===== config.mk =====
export PLATFORM = sky130hd
export DESIGN_NAME = ssps_top
export DESIGN_NICKNAME = d
export VERILOG_FILES = /design/src/hdl/ssps_pkg.sv /design/src/hdl/ssps_top.sv
export SDC_FILE = /design/constraint.sdc
export NUM_CORES = 1
export LEC_CHECK = 0
export BUFFER_PORTS_ARGS = -buffer_cell sky130_fd_sc_hd__clkbuf_2
export CAP_MARGIN = 20
export CELL_PAD_IN_SITES_DETAIL_PLACEMENT = 0
export CELL_PAD_IN_SITES_GLOBAL_PLACEMENT = 1
export CORE_MARGIN = 4
export CORE_UTILIZATION = 43
export DETAILED_ROUTE_END_ITERATION = 16
export PLACE_DENSITY_LB_ADDON = 0.25
export SKIP_CTS_REPAIR_TIMING = 1
export SLEW_MARGIN = 20
export SYNTH_ARGS = -nofsm -noshare
export SYNTH_HDL_FRONTEND = slang
export SYNTH_SLANG_ARGS = --single-unit
export TNS_END_PERCENT = 100

===== constraint.sdc =====
create_clock -name clk_i -period 3 [get_ports clk_i]
set_clock_uncertainty 0.1 [all_clocks]
set_input_delay 0.45 -clock clk_i [delete_from_list [all_inputs] [get_ports clk_i]]
set_output_delay 0.45 -clock clk_i [all_outputs]
set_load 0.05 [all_outputs]

===== src/hdl/ssps_pkg.sv =====
package ssps_pkg;
   // register word offsets (byte addresses, one 32-bit word each)
   localparam logic [4:0] SSPS_BUF_OFS = 5'h00;
   localparam logic [4:0] SSPS_CON1_OFS = 5'h04;
   localparam logic [4:0] SSPS_STAT_OFS = 5'h08;
   localparam logic [4:0] SSPS_CON2_OFS = 5'h0C;
   localparam logic [4:0] SSPS_ADDR_OFS = 5'h10;
   localparam logic [1:0] SSPS_PORT1 = 2'h0;
   localparam logic [1:0] SSPS_PORT2 = 2'h1;
   // control one fields
   localparam int SSPS_WRITE_COLLISION_BIT = 7;
   localparam int SSPS_OVF_BIT = 6;
   localparam int SSPS_EN_BIT = 5;
   localparam int SSPS_CKP_BIT = 4;
   // status fields
   localparam int SSPS_SMP_BIT = 7;
   localparam int SSPS_CKE_BIT = 6;
   localparam int SSPS_BF_BIT = 0;
   localparam logic [7:0] SSPS_STAT_WMASK = 8'hC0;
   localparam logic [7:0] SSPS_REG_RST = 8'h00;
   // mode codes
   localparam logic [3:0] SSPS_M_DIV4 = 4'h0;
   localparam logic [3:0] SSPS_M_DIV16 = 4'h1;
   localparam logic [3:0] SSPS_M_DIV64 = 4'h2;
   localparam logic [3:0] SSPS_M_TMR = 4'h3;
   localparam logic [3:0] SSPS_M_SLV_SS = 4'h4;
   localparam logic [3:0] SSPS_M_SLV = 4'h5;
   // half-period reload counts of the master clock: half period in core cycles minus one
   localparam logic [5:0] SSPS_HALF_DIV4 = 6'h01;
   localparam logic [5:0] SSPS_HALF_DIV16 = 6'h07;
   localparam logic [5:0] SSPS_HALF_DIV64 = 6'h1F;
   localparam logic [2:0] SSPS_LAST_BIT = 3'h7;

   typedef struct packed {
      logic sck;
      logic sdi;
      logic ss_n;
   } ssps_pins_in_t;

   typedef struct packed {
      logic sck_o;
      logic sck_oe;
      logic sdo_o;
      logic sdo_oe;
   } ssps_pins_out_t;

   typedef struct packed {
      logic [7:0] buffer;
      logic [7:0] shifter;
      logic [7:0] con1;
      logic [7:0] stat_cfg;
      logic [7:0] con2;
      logic [7:0] addr;
      logic bf;
      logic irq;
      logic busy;
      logic [2:0] bitcnt;
      logic [5:0] div;
      logic sck_out;
      logic sdo;
      logic rx_bit;
      logic [2:0] sck_sync;
      logic [2:0] ss_sync;
      logic [2:0] sdi_sync;
      logic sck_prev;
   } ssps_port_t;
endpackage


===== src/hdl/ssps_top.sv =====
// Function
// select pin only acts in mode 0100
// select low: shift and drive output
// select high: output floats at once
// select high or disable clears bit counter
// software uses 0100 when edge bit set
// output enable off means no driving
// sleep freezes a master transfer in place
// idle modes keep the peripheral clock
// master completion raises the port interrupt
// slave clocked by serial clock; flag after eight
// reset disables port, aborts transfer
// SPI modes map onto polarity and edge
// sample phase bit picks input sample time
// two ports run independently at own rates
// shared timer changes both rates equally
// I2C roles supported by register set
// software sets I2C pins as inputs
// status low six read-only, top two writable
// control two bits 5:1 mode dependent names
// address register doubles as reload value; the code only stores it, and the divider reloads fixed counts
// received byte moves to buffer, sets flag
// transmit write loads buffer and shifter
// write while shifting dropped, sets collision
// shift MSB first, eight bits a byte
// mode codes select master rate or slave
// polarity bit sets clock idle level
// edge bit selects output change edge
// pins synchronised before status updates
`timescale 1ns/10ps
`default_nettype none
module ssps_top
   import ssps_pkg::*;
(
   input wire logic clk_i,
   input wire logic rst_i,
   input wire logic [4:0] wb_adr_i,
   input wire logic [31:0] wb_dat_i,
   output logic [31:0] wb_dat_o,
   input wire logic wb_we_i,
   input wire logic [3:0] wb_sel_i,
   input wire logic wb_cyc_i,
   input wire logic wb_stb_i,
   output logic wb_ack_o,
   input wire logic port_sel_i,
   input wire logic sleep_i,
   input wire logic timer_tick_i,
   input wire ssps_pins_in_t pins1_i,
   input wire ssps_pins_in_t pins2_i,
   input wire logic [1:0] sdo_dir_out_i,
   output ssps_pins_out_t pins1_o,
   output ssps_pins_out_t pins2_o,
   output logic [1:0] port_irq_flag_o
);
   typedef struct packed {
      ssps_port_t [1:0] p;
      logic timer_half;
      logic ack;
      logic [31:0] rdata;
   } ssps_state_t;

   ssps_state_t st;
   ssps_state_t next_st;

   function automatic logic [5:0] ssps_half(input logic [3:0] mode);
      case (mode)
         SSPS_M_DIV4: ssps_half = SSPS_HALF_DIV4;
         SSPS_M_DIV16: ssps_half = SSPS_HALF_DIV16;
         default: ssps_half = SSPS_HALF_DIV64;
      endcase
   endfunction

   function automatic logic ssps_is_slave(input logic [3:0] mode);
      ssps_is_slave = (mode == SSPS_M_SLV_SS) || (mode == SSPS_M_SLV);
   endfunction

   ssps_pins_in_t pin_in [2];
   assign pin_in[0] = pins1_i;
   assign pin_in[1] = pins2_i;

   logic req;
   logic [1:0] hit_port;
   logic hit_ok;
   assign req = wb_cyc_i && wb_stb_i && !st.ack;
   assign hit_port = {1'b0, port_sel_i};
   assign hit_ok = (wb_adr_i[1:0] == 2'b00) && (wb_adr_i <= SSPS_ADDR_OFS);

   always_comb
   begin
      logic [3:0] mode;
      logic ena;
      logic active_ss;
      logic sck_s;
      logic sck_e;
      logic lead;
      logic trail;
      logic shift_out;
      logic sample;
      logic done;
      logic tick;
      logic wr_lane;
      mode = 4'h0;
      ena = 1'b0;
      active_ss = 1'b0;
      sck_s = 1'b0;
      sck_e = 1'b0;
      lead = 1'b0;
      trail = 1'b0;
      shift_out = 1'b0;
      sample = 1'b0;
      done = 1'b0;
      tick = 1'b0;
      wr_lane = wb_sel_i[0];
      next_st = st;
      next_st.ack = req;
      if (timer_tick_i)
      begin
         next_st.timer_half = !st.timer_half;
      end
      for (int i = 0; i < 2; i++)
      begin
         mode = st.p[i].con1[3:0];
         ena = st.p[i].con1[SSPS_EN_BIT];
         // three-stage synchronisers, edges judged on stages two and three
         next_st.p[i].sck_sync = {st.p[i].sck_sync[1:0], pin_in[i].sck};
         next_st.p[i].ss_sync = {st.p[i].ss_sync[1:0], pin_in[i].ss_n};
         next_st.p[i].sdi_sync = {st.p[i].sdi_sync[1:0], pin_in[i].sdi};
         if (st.p[i].sck_sync[2] == st.p[i].sck_sync[1])
         begin
            next_st.p[i].sck_prev = st.p[i].sck_sync[2];
         end
         active_ss = (mode == SSPS_M_SLV_SS) && st.p[i].ss_sync[2];
         if (!ssps_is_slave(mode))
         begin
            // master: divider enable, frozen while sleeping
            tick = 1'b0;
            if (st.p[i].busy && !sleep_i)
            begin
               if (mode == SSPS_M_TMR)
               begin
                  tick = timer_tick_i && st.timer_half;
               end
               else if (st.p[i].div == 6'h00)
               begin
                  tick = 1'b1;
               end
               next_st.p[i].div = (st.p[i].div == 6'h00) ? ssps_half(mode) :
                                  st.p[i].div - 6'h01;
            end
            if (tick)
            begin
               next_st.p[i].sck_out = !st.p[i].sck_out;
               lead = (st.p[i].sck_out == st.p[i].con1[SSPS_CKP_BIT]);
               trail = !lead;
            end
         end
         else
         begin
            // slave: shifting follows external clock only
            sck_s = st.p[i].sck_sync[2];
            sck_e = (sck_s == st.p[i].sck_sync[1]) && (sck_s != st.p[i].sck_prev);
            if (sck_e && !active_ss)
            begin
               lead = (sck_s != st.p[i].con1[SSPS_CKP_BIT]);
               trail = !lead;
            end
         end
         // edge bit chooses the output edge, sample on the other
         shift_out = st.p[i].stat_cfg[SSPS_CKE_BIT] ? trail : lead;
         sample = st.p[i].stat_cfg[SSPS_CKE_BIT] ? lead : trail;
         if (sample)
         begin
            next_st.p[i].rx_bit = st.p[i].sdi_sync[2];
            // end-sample captures at the output edge, so take it one half later
            if (!st.p[i].stat_cfg[SSPS_SMP_BIT])
            begin
               next_st.p[i].shifter = {st.p[i].shifter[6:0], st.p[i].sdi_sync[2]};
            end
         end
         if (shift_out)
         begin
            if (st.p[i].stat_cfg[SSPS_SMP_BIT])
            begin
               next_st.p[i].shifter = {st.p[i].shifter[6:0], st.p[i].rx_bit};
            end
            next_st.p[i].sdo = st.p[i].shifter[7];
         end
         // a master counts on the return to idle so its clock always ends at rest;
         // a slave counts from its first edge, since it never sees a start command
         if ((ssps_is_slave(mode) ? (st.p[i].stat_cfg[SSPS_SMP_BIT] ? shift_out : sample) :
              trail) && (st.p[i].busy || ssps_is_slave(mode)))
         begin
            next_st.p[i].bitcnt = st.p[i].bitcnt + 3'h1;
            done = (st.p[i].bitcnt == SSPS_LAST_BIT);
         end
         else
         begin
            done = 1'b0;
         end
         if (sample && ssps_is_slave(mode))
         begin
            next_st.p[i].busy = 1'b1;
         end
         if (done)
         begin
            next_st.p[i].buffer = next_st.p[i].shifter;
            next_st.p[i].busy = ssps_is_slave(mode);
            next_st.p[i].bitcnt = 3'h0;
            next_st.p[i].irq = 1'b1;
            if (st.p[i].bf)
            begin
               next_st.p[i].con1[SSPS_OVF_BIT] = 1'b1;
            end
            next_st.p[i].bf = 1'b1;
         end
         if (ssps_is_slave(mode) && st.p[i].bitcnt == 3'h0 && !done && !sample)
         begin
            next_st.p[i].busy = 1'b0;
         end
         if (!ena || active_ss)
         begin
            next_st.p[i].bitcnt = 3'h0;
            next_st.p[i].busy = 1'b0;
            next_st.p[i].div = 6'h00;
            next_st.p[i].sck_out = st.p[i].con1[SSPS_CKP_BIT];
         end
         // register access to the selected port
         if (req && hit_ok && hit_port == i[1:0])
         begin
            if (wb_we_i && wr_lane)
            begin
               case (wb_adr_i)
                  SSPS_BUF_OFS:
                  begin
                     if (st.p[i].busy && ena)
                     begin
                        next_st.p[i].con1[SSPS_WRITE_COLLISION_BIT] = 1'b1;
                     end
                     else
                     begin
                        next_st.p[i].buffer = wb_dat_i[7:0];
                        next_st.p[i].shifter = wb_dat_i[7:0];
                        next_st.p[i].sdo = wb_dat_i[7];
                        next_st.p[i].busy = ena && !ssps_is_slave(mode);
                        next_st.p[i].bitcnt = 3'h0;
                     end
                  end
                  SSPS_CON1_OFS:
                  begin
                     // hardware sets win over a software clear
                     next_st.p[i].con1 = wb_dat_i[7:0] | (next_st.p[i].con1 & 8'hC0 &
                                         ~st.p[i].con1);
                  end
                  SSPS_STAT_OFS: next_st.p[i].stat_cfg = wb_dat_i[7:0] & SSPS_STAT_WMASK;
                  SSPS_CON2_OFS: next_st.p[i].con2 = wb_dat_i[7:0];
                  SSPS_ADDR_OFS: next_st.p[i].addr = wb_dat_i[7:0];
                  default: next_st.p[i].con2 = st.p[i].con2;
               endcase
            end
            else if (!wb_we_i && wb_adr_i == SSPS_BUF_OFS && !done)
            begin
               next_st.p[i].bf = 1'b0;
            end
            if (!wb_we_i && wb_adr_i == SSPS_STAT_OFS)
            begin
               next_st.p[i].irq = done;
            end
         end
      end
      next_st.rdata = 32'h0000_0000;
      if (req && !wb_we_i && hit_ok)
      begin
         case (wb_adr_i)
            SSPS_BUF_OFS: next_st.rdata[7:0] = st.p[hit_port[0]].buffer;
            SSPS_CON1_OFS: next_st.rdata[7:0] = st.p[hit_port[0]].con1;
            SSPS_STAT_OFS: next_st.rdata[7:0] = st.p[hit_port[0]].stat_cfg |
                                                {7'h00, st.p[hit_port[0]].bf};
            SSPS_CON2_OFS: next_st.rdata[7:0] = st.p[hit_port[0]].con2;
            default: next_st.rdata[7:0] = st.p[hit_port[0]].addr;
         endcase
      end
      if (rst_i)
      begin
         next_st = '0;
      end
   end

   always_ff @(posedge clk_i)
   begin
      st <= next_st;
   end

   // output stage per port; data output floats when the select is high in mode 0100
   function automatic ssps_pins_out_t ssps_pins(input ssps_port_t p, input logic dir_out);
      logic [3:0] mode;
      mode = p.con1[3:0];
      ssps_pins.sck_o = p.sck_out;
      ssps_pins.sck_oe = p.con1[SSPS_EN_BIT] && !ssps_is_slave(mode);
      ssps_pins.sdo_o = p.sdo;
      ssps_pins.sdo_oe = p.con1[SSPS_EN_BIT] && dir_out &&
                         !((mode == SSPS_M_SLV_SS) && p.ss_sync[2]);
   endfunction

   assign pins1_o = ssps_pins(st.p[0], sdo_dir_out_i[0]);
   assign pins2_o = ssps_pins(st.p[1], sdo_dir_out_i[1]);
   assign port_irq_flag_o = {st.p[1].irq, st.p[0].irq};
   assign wb_ack_o = st.ack;
   assign wb_dat_o = st.rdata;
endmodule // ssps_top
`default_nettype wire

After elaboration in Yosys (flattened, before gate mapping):

Index checks and enable logic that the tools add are counted.

* bits in registers: 168
* latch bits: 0
* memory bits (writable): 0
* ROM bits: 0
* bits of input ports: 57
* output and inout port bits: 43
* logic and storage cells: 290
* memories: 0

* $add $sub $neg: 4
* $mul: 0
* div/mod/pow operators: 0
* $lt $le $gt $ge: 2
* equal/unequal tests: 26
* shifts and indexed selects: 0
* mux-type cells: 109
* bitwise gates (word level): 10
* reductions and logical operators: 95

Operators by type and width (number)
* 73-bit 2-to-1 mux: 2
* 8-bit 2-to-1 mux: 16
* 54-bit 2-to-1 mux: 2
* 48-bit 2-to-1 mux: 2
* 16-bit 2-to-1 mux: 4
* 1-bit 2-to-1 mux: 58
* 1-bit logical AND: 40
* 6-bit 2-to-1 mux: 6
* 8-bit one-hot mux with 4 select lines: 1
* 7-bit 2-to-1 mux: 4
* 4-bit 2-to-1 mux: 6
* 3-bit AND reduction: 8
* 11-bit 2-to-1 mux: 2
* 1-bit logical NOT: 20
* 5-bit one-hot mux with 2 select lines: 2
* 8-bit bitwise AND: 2
* 4-bit by 3-bit equality test with 1-bit output (second input constant): 4
* 8-bit inverter: 2
* 8-bit bitwise OR: 2
* 6-bit logical NOT: 2
* 6-bit by 1-bit subtractor with 6-bit output (second input constant): 2
* 5-bit by 4-bit equality test with 1-bit output (second input constant): 2
* 4-bit by 1-bit equality test with 1-bit output (second input constant): 2
* 4-bit by 2-bit equality test with 1-bit output (second input constant): 2
* 23 further kinds: 53

Logic depth before layout (Yosys ltp):

* depth in word-level cells: 23
* depth in mapped cells: 9
* depth with buffers taken out: 8

Worst setup path after synthesis:

No wires, ideal clock.

* path kind: input-to-reg
* start point: in wb_adr_i[1]
* end point: reg st[129] (netlist bit)
* setup time: 0.121 ns
* data arrival time: 2.365 ns
* data required time: 2.779 ns
* setup slack: 0.414 ns
* stages on the path: 8
* path buffers: 1
* path through: or4_1 > a21oi_1 > nand4_2 > a211oi_1 > clkbuf_1 > nor2_1 > o21a_1 > o2bb2ai_1

* longest elaborated chain between the ends: 5
* elaborated cells between the ends (all ways): 9
* those cells by class: 1 x order compare; 3 x mux; 5 x reduce/logical

Ends and longest elaborated chain
* from (decl): RTL line ssps_top.sv:37 `input wire logic [4:0] wb_adr_i,`
* 5-bit <= comparator / 2-bit logical NOT (equally long branches): RTL line ssps_top.sv:86 `assign hit_ok = (wb_adr_i[1:0] == 2'b00) && (wb_adr_i <= SSPS_ADDR_OFS);`
* 1-bit logical AND: RTL line ssps_top.sv:86
* 1-bit logical AND (2 in series): RTL line ssps_top.sv:228 `if (req && hit_ok && hit_port == i[1:0])`
* 54-bit 2-to-1 mux *: RTL line ssps_top.sv:228
* to (signal assigned): RTL line ssps_top.sv:290 `st <= next_st;`
* to (decl): RTL line ssps_top.sv:62 `ssps_state_t st;`

Mark *: on every way between the ends. The rest lies on a longest branch, timed or not.
A chain may end at the register's enable or synchronous reset.

Worst setup path in the final report:

* start point: reg st[85] (netlist bit)
* end point: reg st[177] (netlist bit)

* longest elaborated chain between the ends: 18
* elaborated cells between the ends (all ways): 36
* those cells by class: 3 x eq/ne; 28 x mux; 5 x reduce/logical

Ends and longest elaborated chain
* 4-bit by 2-bit equality test with 1-bit output / 4-bit by 3-bit equality test with 1-bit output (equally long branches): RTL line ssps_top.sv:139, ssps_top.sv:74, ssps_top.sv:132
* 1-bit 2-to-1 mux / 1-bit logical AND (equally long branches): RTL line ssps_top.sv:139, ssps_top.sv:132
* 1-bit 2-to-1 mux / 1-bit logical NOT (equally long branches): RTL line ssps_top.sv:137, ssps_top.sv:162
* 1-bit 2-to-1 mux / 1-bit logical AND (equally long branches): RTL line ssps_top.sv:133, ssps_top.sv:162
* 1-bit 2-to-1 mux, on equally long branches: RTL line ssps_top.sv:150, ssps_top.sv:162
* 1-bit 2-to-1 mux: RTL line ssps_top.sv:133 `if (!ssps_is_slave(mode))`
* 1-bit 2-to-1 mux, on equally long branches: RTL line ssps_top.sv:150, ssps_top.sv:162
* 1-bit 2-to-1 mux: RTL line ssps_top.sv:133
* 1-bit 2-to-1 mux, on equally long branches: RTL line ssps_top.sv:170, ssps_top.sv:169
* 1-bit 2-to-1 mux (2 in series): RTL line ssps_top.sv:190 `if ((ssps_is_slave(mode) ? (st.p[i].stat_cfg[SSPS_SMP_BIT] ? shift_out : sample) :`
* 1-bit logical AND: RTL line ssps_top.sv:191 `trail) && (st.p[i].busy || ssps_is_slave(mode)))`
* 1-bit 2-to-1 mux: RTL line ssps_top.sv:190
* 8-bit 2-to-1 mux *: RTL line ssps_top.sv:204 `if (done)`
* 16-bit 2-to-1 mux: RTL line ssps_top.sv:235 `if (st.p[i].busy && ena)`
* 16-bit 2-to-1 mux: RTL line ssps_top.sv:232 `case (wb_adr_i)`
* 48-bit 2-to-1 mux: RTL line ssps_top.sv:230 `if (wb_we_i && wr_lane)`
* 54-bit 2-to-1 mux *: RTL line ssps_top.sv:228

Mark *: on every way between the ends. The rest lies on a longest branch, timed or not. The select of a mux whose other input is x is not followed.

==> metrics.md <==
| Metric | Value |
|---|---|
| Outcome | `finished clean` |
| Post-synth top flop | `dfxtp_1` |
| Cells after Synth | `840` |
| Layout cell share with drive strength beyond 1 | `15.38%` |
| DPL Wire Length | `13900 µm` |
| Reg-to-Reg End | `st[177]$_SDFF_PP0_` |
| Synthesized area per cell | `8.596 µm²` |
| Power per cell area | `565.7 mW/mm²` |
| Die area | `0.01893 mm²` |
| Hold crit path type | `input pin to register` |
| First-pass GRT wire length | `30660 µm` |
| Sum of negative setup slack | `0 ns` |
| I/O pin count | `100` |
| Synthesized area | `0.007221 mm²` |
| CTS Buffer Depth | `2` |
| Root buf cell | `clkbuf_16` |
| Routability Congestion | `0.8481` |
| Largest net degree at the start of global routing | `49` |
| Max cap viols | `0` |
| Avg WL per Cell | `17.52 µm` |
| Flop2flop setup slack | `0.17 ns` |
| Post-synthesis sequential area ratio | `39.92%` |
| Launching point of the worst reg2reg path | `st[85]$_SDFFE_PP0P_` |
| Fin. Hold Viols | `0` |
| CP endpoint | `st[177]$_SDFF_PP0_` |
| CP Data Arrival Time | `3.02 ns` |
| Vias | `6192` |
| DIE HEIGHT | `137.6 µm` |
| Worst setup path start | `st[85]$_SDFFE_PP0P_` |
| Worst hold margin | `0.1369 ns` |
| Initial detailed-routing violation count | `439` |
| CTS Buf Count | `17` |
| Vias in the first global route | `5786` |
| Area grow syn2layout | `15.98%` |
| FF/Latch Area | `0.002883 mm²` |
| Diodes inserted | `0` |
| Reg clk slew, reported paths | `0.06 ns` |
| Vias per cell | `5.573` |
| Clock Latency Late Sink | `0.42 ns` |
| Core ar. | `0.01652 mm²` |
| Gr usage total | `21.03%` |
| CP Class | `register to register` |
| Initial core utilization | `43.70%` |
| CTS tree | `built` |
| Worst r2r path cells | `8` |
| Peak supply drop | `0.0003948 V` |
| Async S/R FF share, synth | `0%` |
| Fin crit share | `94.33%` |
| Total grt overflow | `0` |
| Clock Sinks | `144` |
| Relative slew slack | `33.27%` |
| Endpoints failing setup | `0` |
| Post-route cell area | `0.008374 mm²` |
| Cell taking the most area after synthesis | `dfxtp_1` |
| Post-route antenna net violation count | `0` |
| FF+latch count, synth | `144` |
| EDFF count, synth | `0` |
| CTS HTree Levels | `4` |
| Final net count | `945` |
| Synth warnings | `0` |
| DRC viols | `0` |
| Drt first pass iters | `5` |
| Worst EP required | `3.19 ns` |
| Die Span X | `137.6 µm` |
| F_max | `0.3534 GHz` |
| Tmin final | `2.830 ns` |
| Post-synth top area share | `39.92%` |
| I/O Buffers | `48` |
| Placed instance area | `0.007619 mm²` |
| Synth cell types | `72` |
| Initial antenna violation count | `0` |
| Pleak | `3.289 nW` |
| Count of final max-slew check failures | `0` |
| Crit-path max FO | `7` |
| Fill cell total of the finished layout | `1563` |
| Multi-input logic area | `0.003892 mm²` |
| CP endpoint kind | `register` |
| Startpoint Class | `register` |
| Setup repair after global routing missed its margin | `no` |
| Top post-synthesis cells by area | `dfxtp_1 40%, mux2i_1 10%, nor2_1 5.0%` |
| Worst Max-Slew Pin Slew | `0.9934 ns` |
| Post-Route WL | `19470 µm` |
| Std cell rows | `47` |
layout by cell type, fill, tap and decap left out, drive strengths merged, types with 4 or more instances in the layout:
| cell type | netlist | routed |
|---|---|---|
| dfxtp | 144 | 144 |
| nor2 | 98 | 98 |
| mux2i | 75 | 76 |
| clkbuf | 49 | 65 |
| nand2 | 61 | 61 |
| nand3 | 48 | 48 |
| a21oi | 47 | 47 |
| buf | 43 | 40 |
| o21ai | 27 | 27 |
| nor2b | 24 | 24 |
| conb | 1 | 24 |
| nor3 | 18 | 18 |
| inv | 17 | 17 |
| a211oi | 16 | 16 |
| a31oi | 13 | 13 |
| a221oi | 12 | 12 |
| and3 | 12 | 12 |
| or3 | 11 | 11 |
| nand2b | 11 | 11 |
| ha | 10 | 10 |
| bufinv | 0 | 8 |
| a222oi | 6 | 6 |
| nor4bb | 6 | 6 |
| o31ai | 6 | 6 |
| a221o | 5 | 5 |
| o221ai | 5 | 5 |
| a211o | 5 | 5 |
| nand4 | 5 | 5 |
| o22ai | 4 | 4 |
| o211ai | 4 | 4 |
| nor4 | 4 | 4 |
| and2 | 4 | 4 |
| nand3b | 4 | 4 |
| xnor2 | 4 | 4 |
| xor2 | 4 | 4 |
| nor3b | 4 | 4 |
per-stage QoR:
stage | worst slack [ns] | util (%) | total power [mW] | cells
after global routing | 0.02079 | 50.68 | 4.881 | 1111
final | 0.1700 | 50.68 | 4.737 | 1111
after detailed placement | 0.09090 | 46.10 | 2.188 | 1077
after floorplan | 0.4137 | - | 2.143 | 863
after global placement | 0.1418 | 46.10 | 2.187 | 1077
after CTS | 0.04195 | 50.49 | 4.765 | 1109
worst min-delay path by stage:
stage                                   from            endpoint  slack [ns]  cells after the start
after floorplan           st[108]$_SDFF_PP0_  st[109]$_SDFF_PP0_        0.31                      1
after global placement     st[35]$_SDFF_PP0_   st[36]$_SDFF_PP0_        0.31                      1
after detailed placement   st[35]$_SDFF_PP0_   st[36]$_SDFF_PP0_        0.32                      1
after CTS                         pins1_i[2]   st[41]$_SDFF_PP0_        0.13                      2
after global routing              pins2_i[0]  st[111]$_SDFF_PP0_        0.13                      2
final                             pins1_i[1]   st[35]$_SDFF_PP0_        0.14                      2
layout make-up:
class / instances / share of cell area (%)
Multi-Input combinational cell: 611 / 46.48
Sequential cell: 144 / 34.42
Timing Repair Buffer: 87 / 6.395
Clock buffer: 18 / 5.244
Clock inverter: 14 / 3.407
Tap cell: 220 / 3.287
Inverter: 17 / 0.7620
logic make-up (layout without fill, tap and decap cells):
logic type,Yosys count,in the layout,share of synthesized area [%]
flops,144,144,39.92
compound gates,170,170,16.51
simple gates,321,321,22.18
buf+inv,109,136,7.694
other cells,1,24,0.05193
xor+xnor,8,8,0.9703
mux,77,78,10.93
fa+ha+maj,10,10,1.733
state kept, by name, indices dropped and copies added (netlist names):
name and cells:
st 129, port_irq_flag_o 2, pins2_o 2, wb_dat_o 8, wb_ack_o 1, pins1_o 2
critical path, cell delays in order, from the launching register on:
cell and delay, ns:
dfxtp_1 0.37, nor4bb_2 0.41, a2111o_1 0.32, o31ai_2 0.08
buf_4 0.18, a311o_1 0.46, mux2i_4 0.31, mux2i_1 0.32
o221ai_1 0.15
metal layers:
metal,part of all wire (%),global-route usage [%]
met2,47,33.46
met5,0,0
met1,46,27.84
met4,2.8,9.257
met3,3.9,3.871
report_power, final:
group	internal (mW)	switching, mW
registers	1.92	0.00665
clock network	1.75	0.838
logic	0.0468	0.172
total	3.72	1.02
synthesized netlist by cell type (5+ instances only):
cell and instances:
nor2b_1 24, clkbuf_1 49, nor3_1 18, nor4bb_1 5, mux2i_1 73, a21oi_1 47, nor2_1 97, a222oi_1 6
buf_4 38, a211oi_1 16, nand2_1 61, a31oi_1 13, inv_1 17, a221oi_1 12, nand3_1 48, o221ai_1 5
a211o_1 5, and3_1 12, ha_1 10, nand2b_1 11, a221o_1 5, dfxtp_1 144, or3_1 11, o21ai_0 22
No activity file was read; power rests on OpenSTA's default activity.
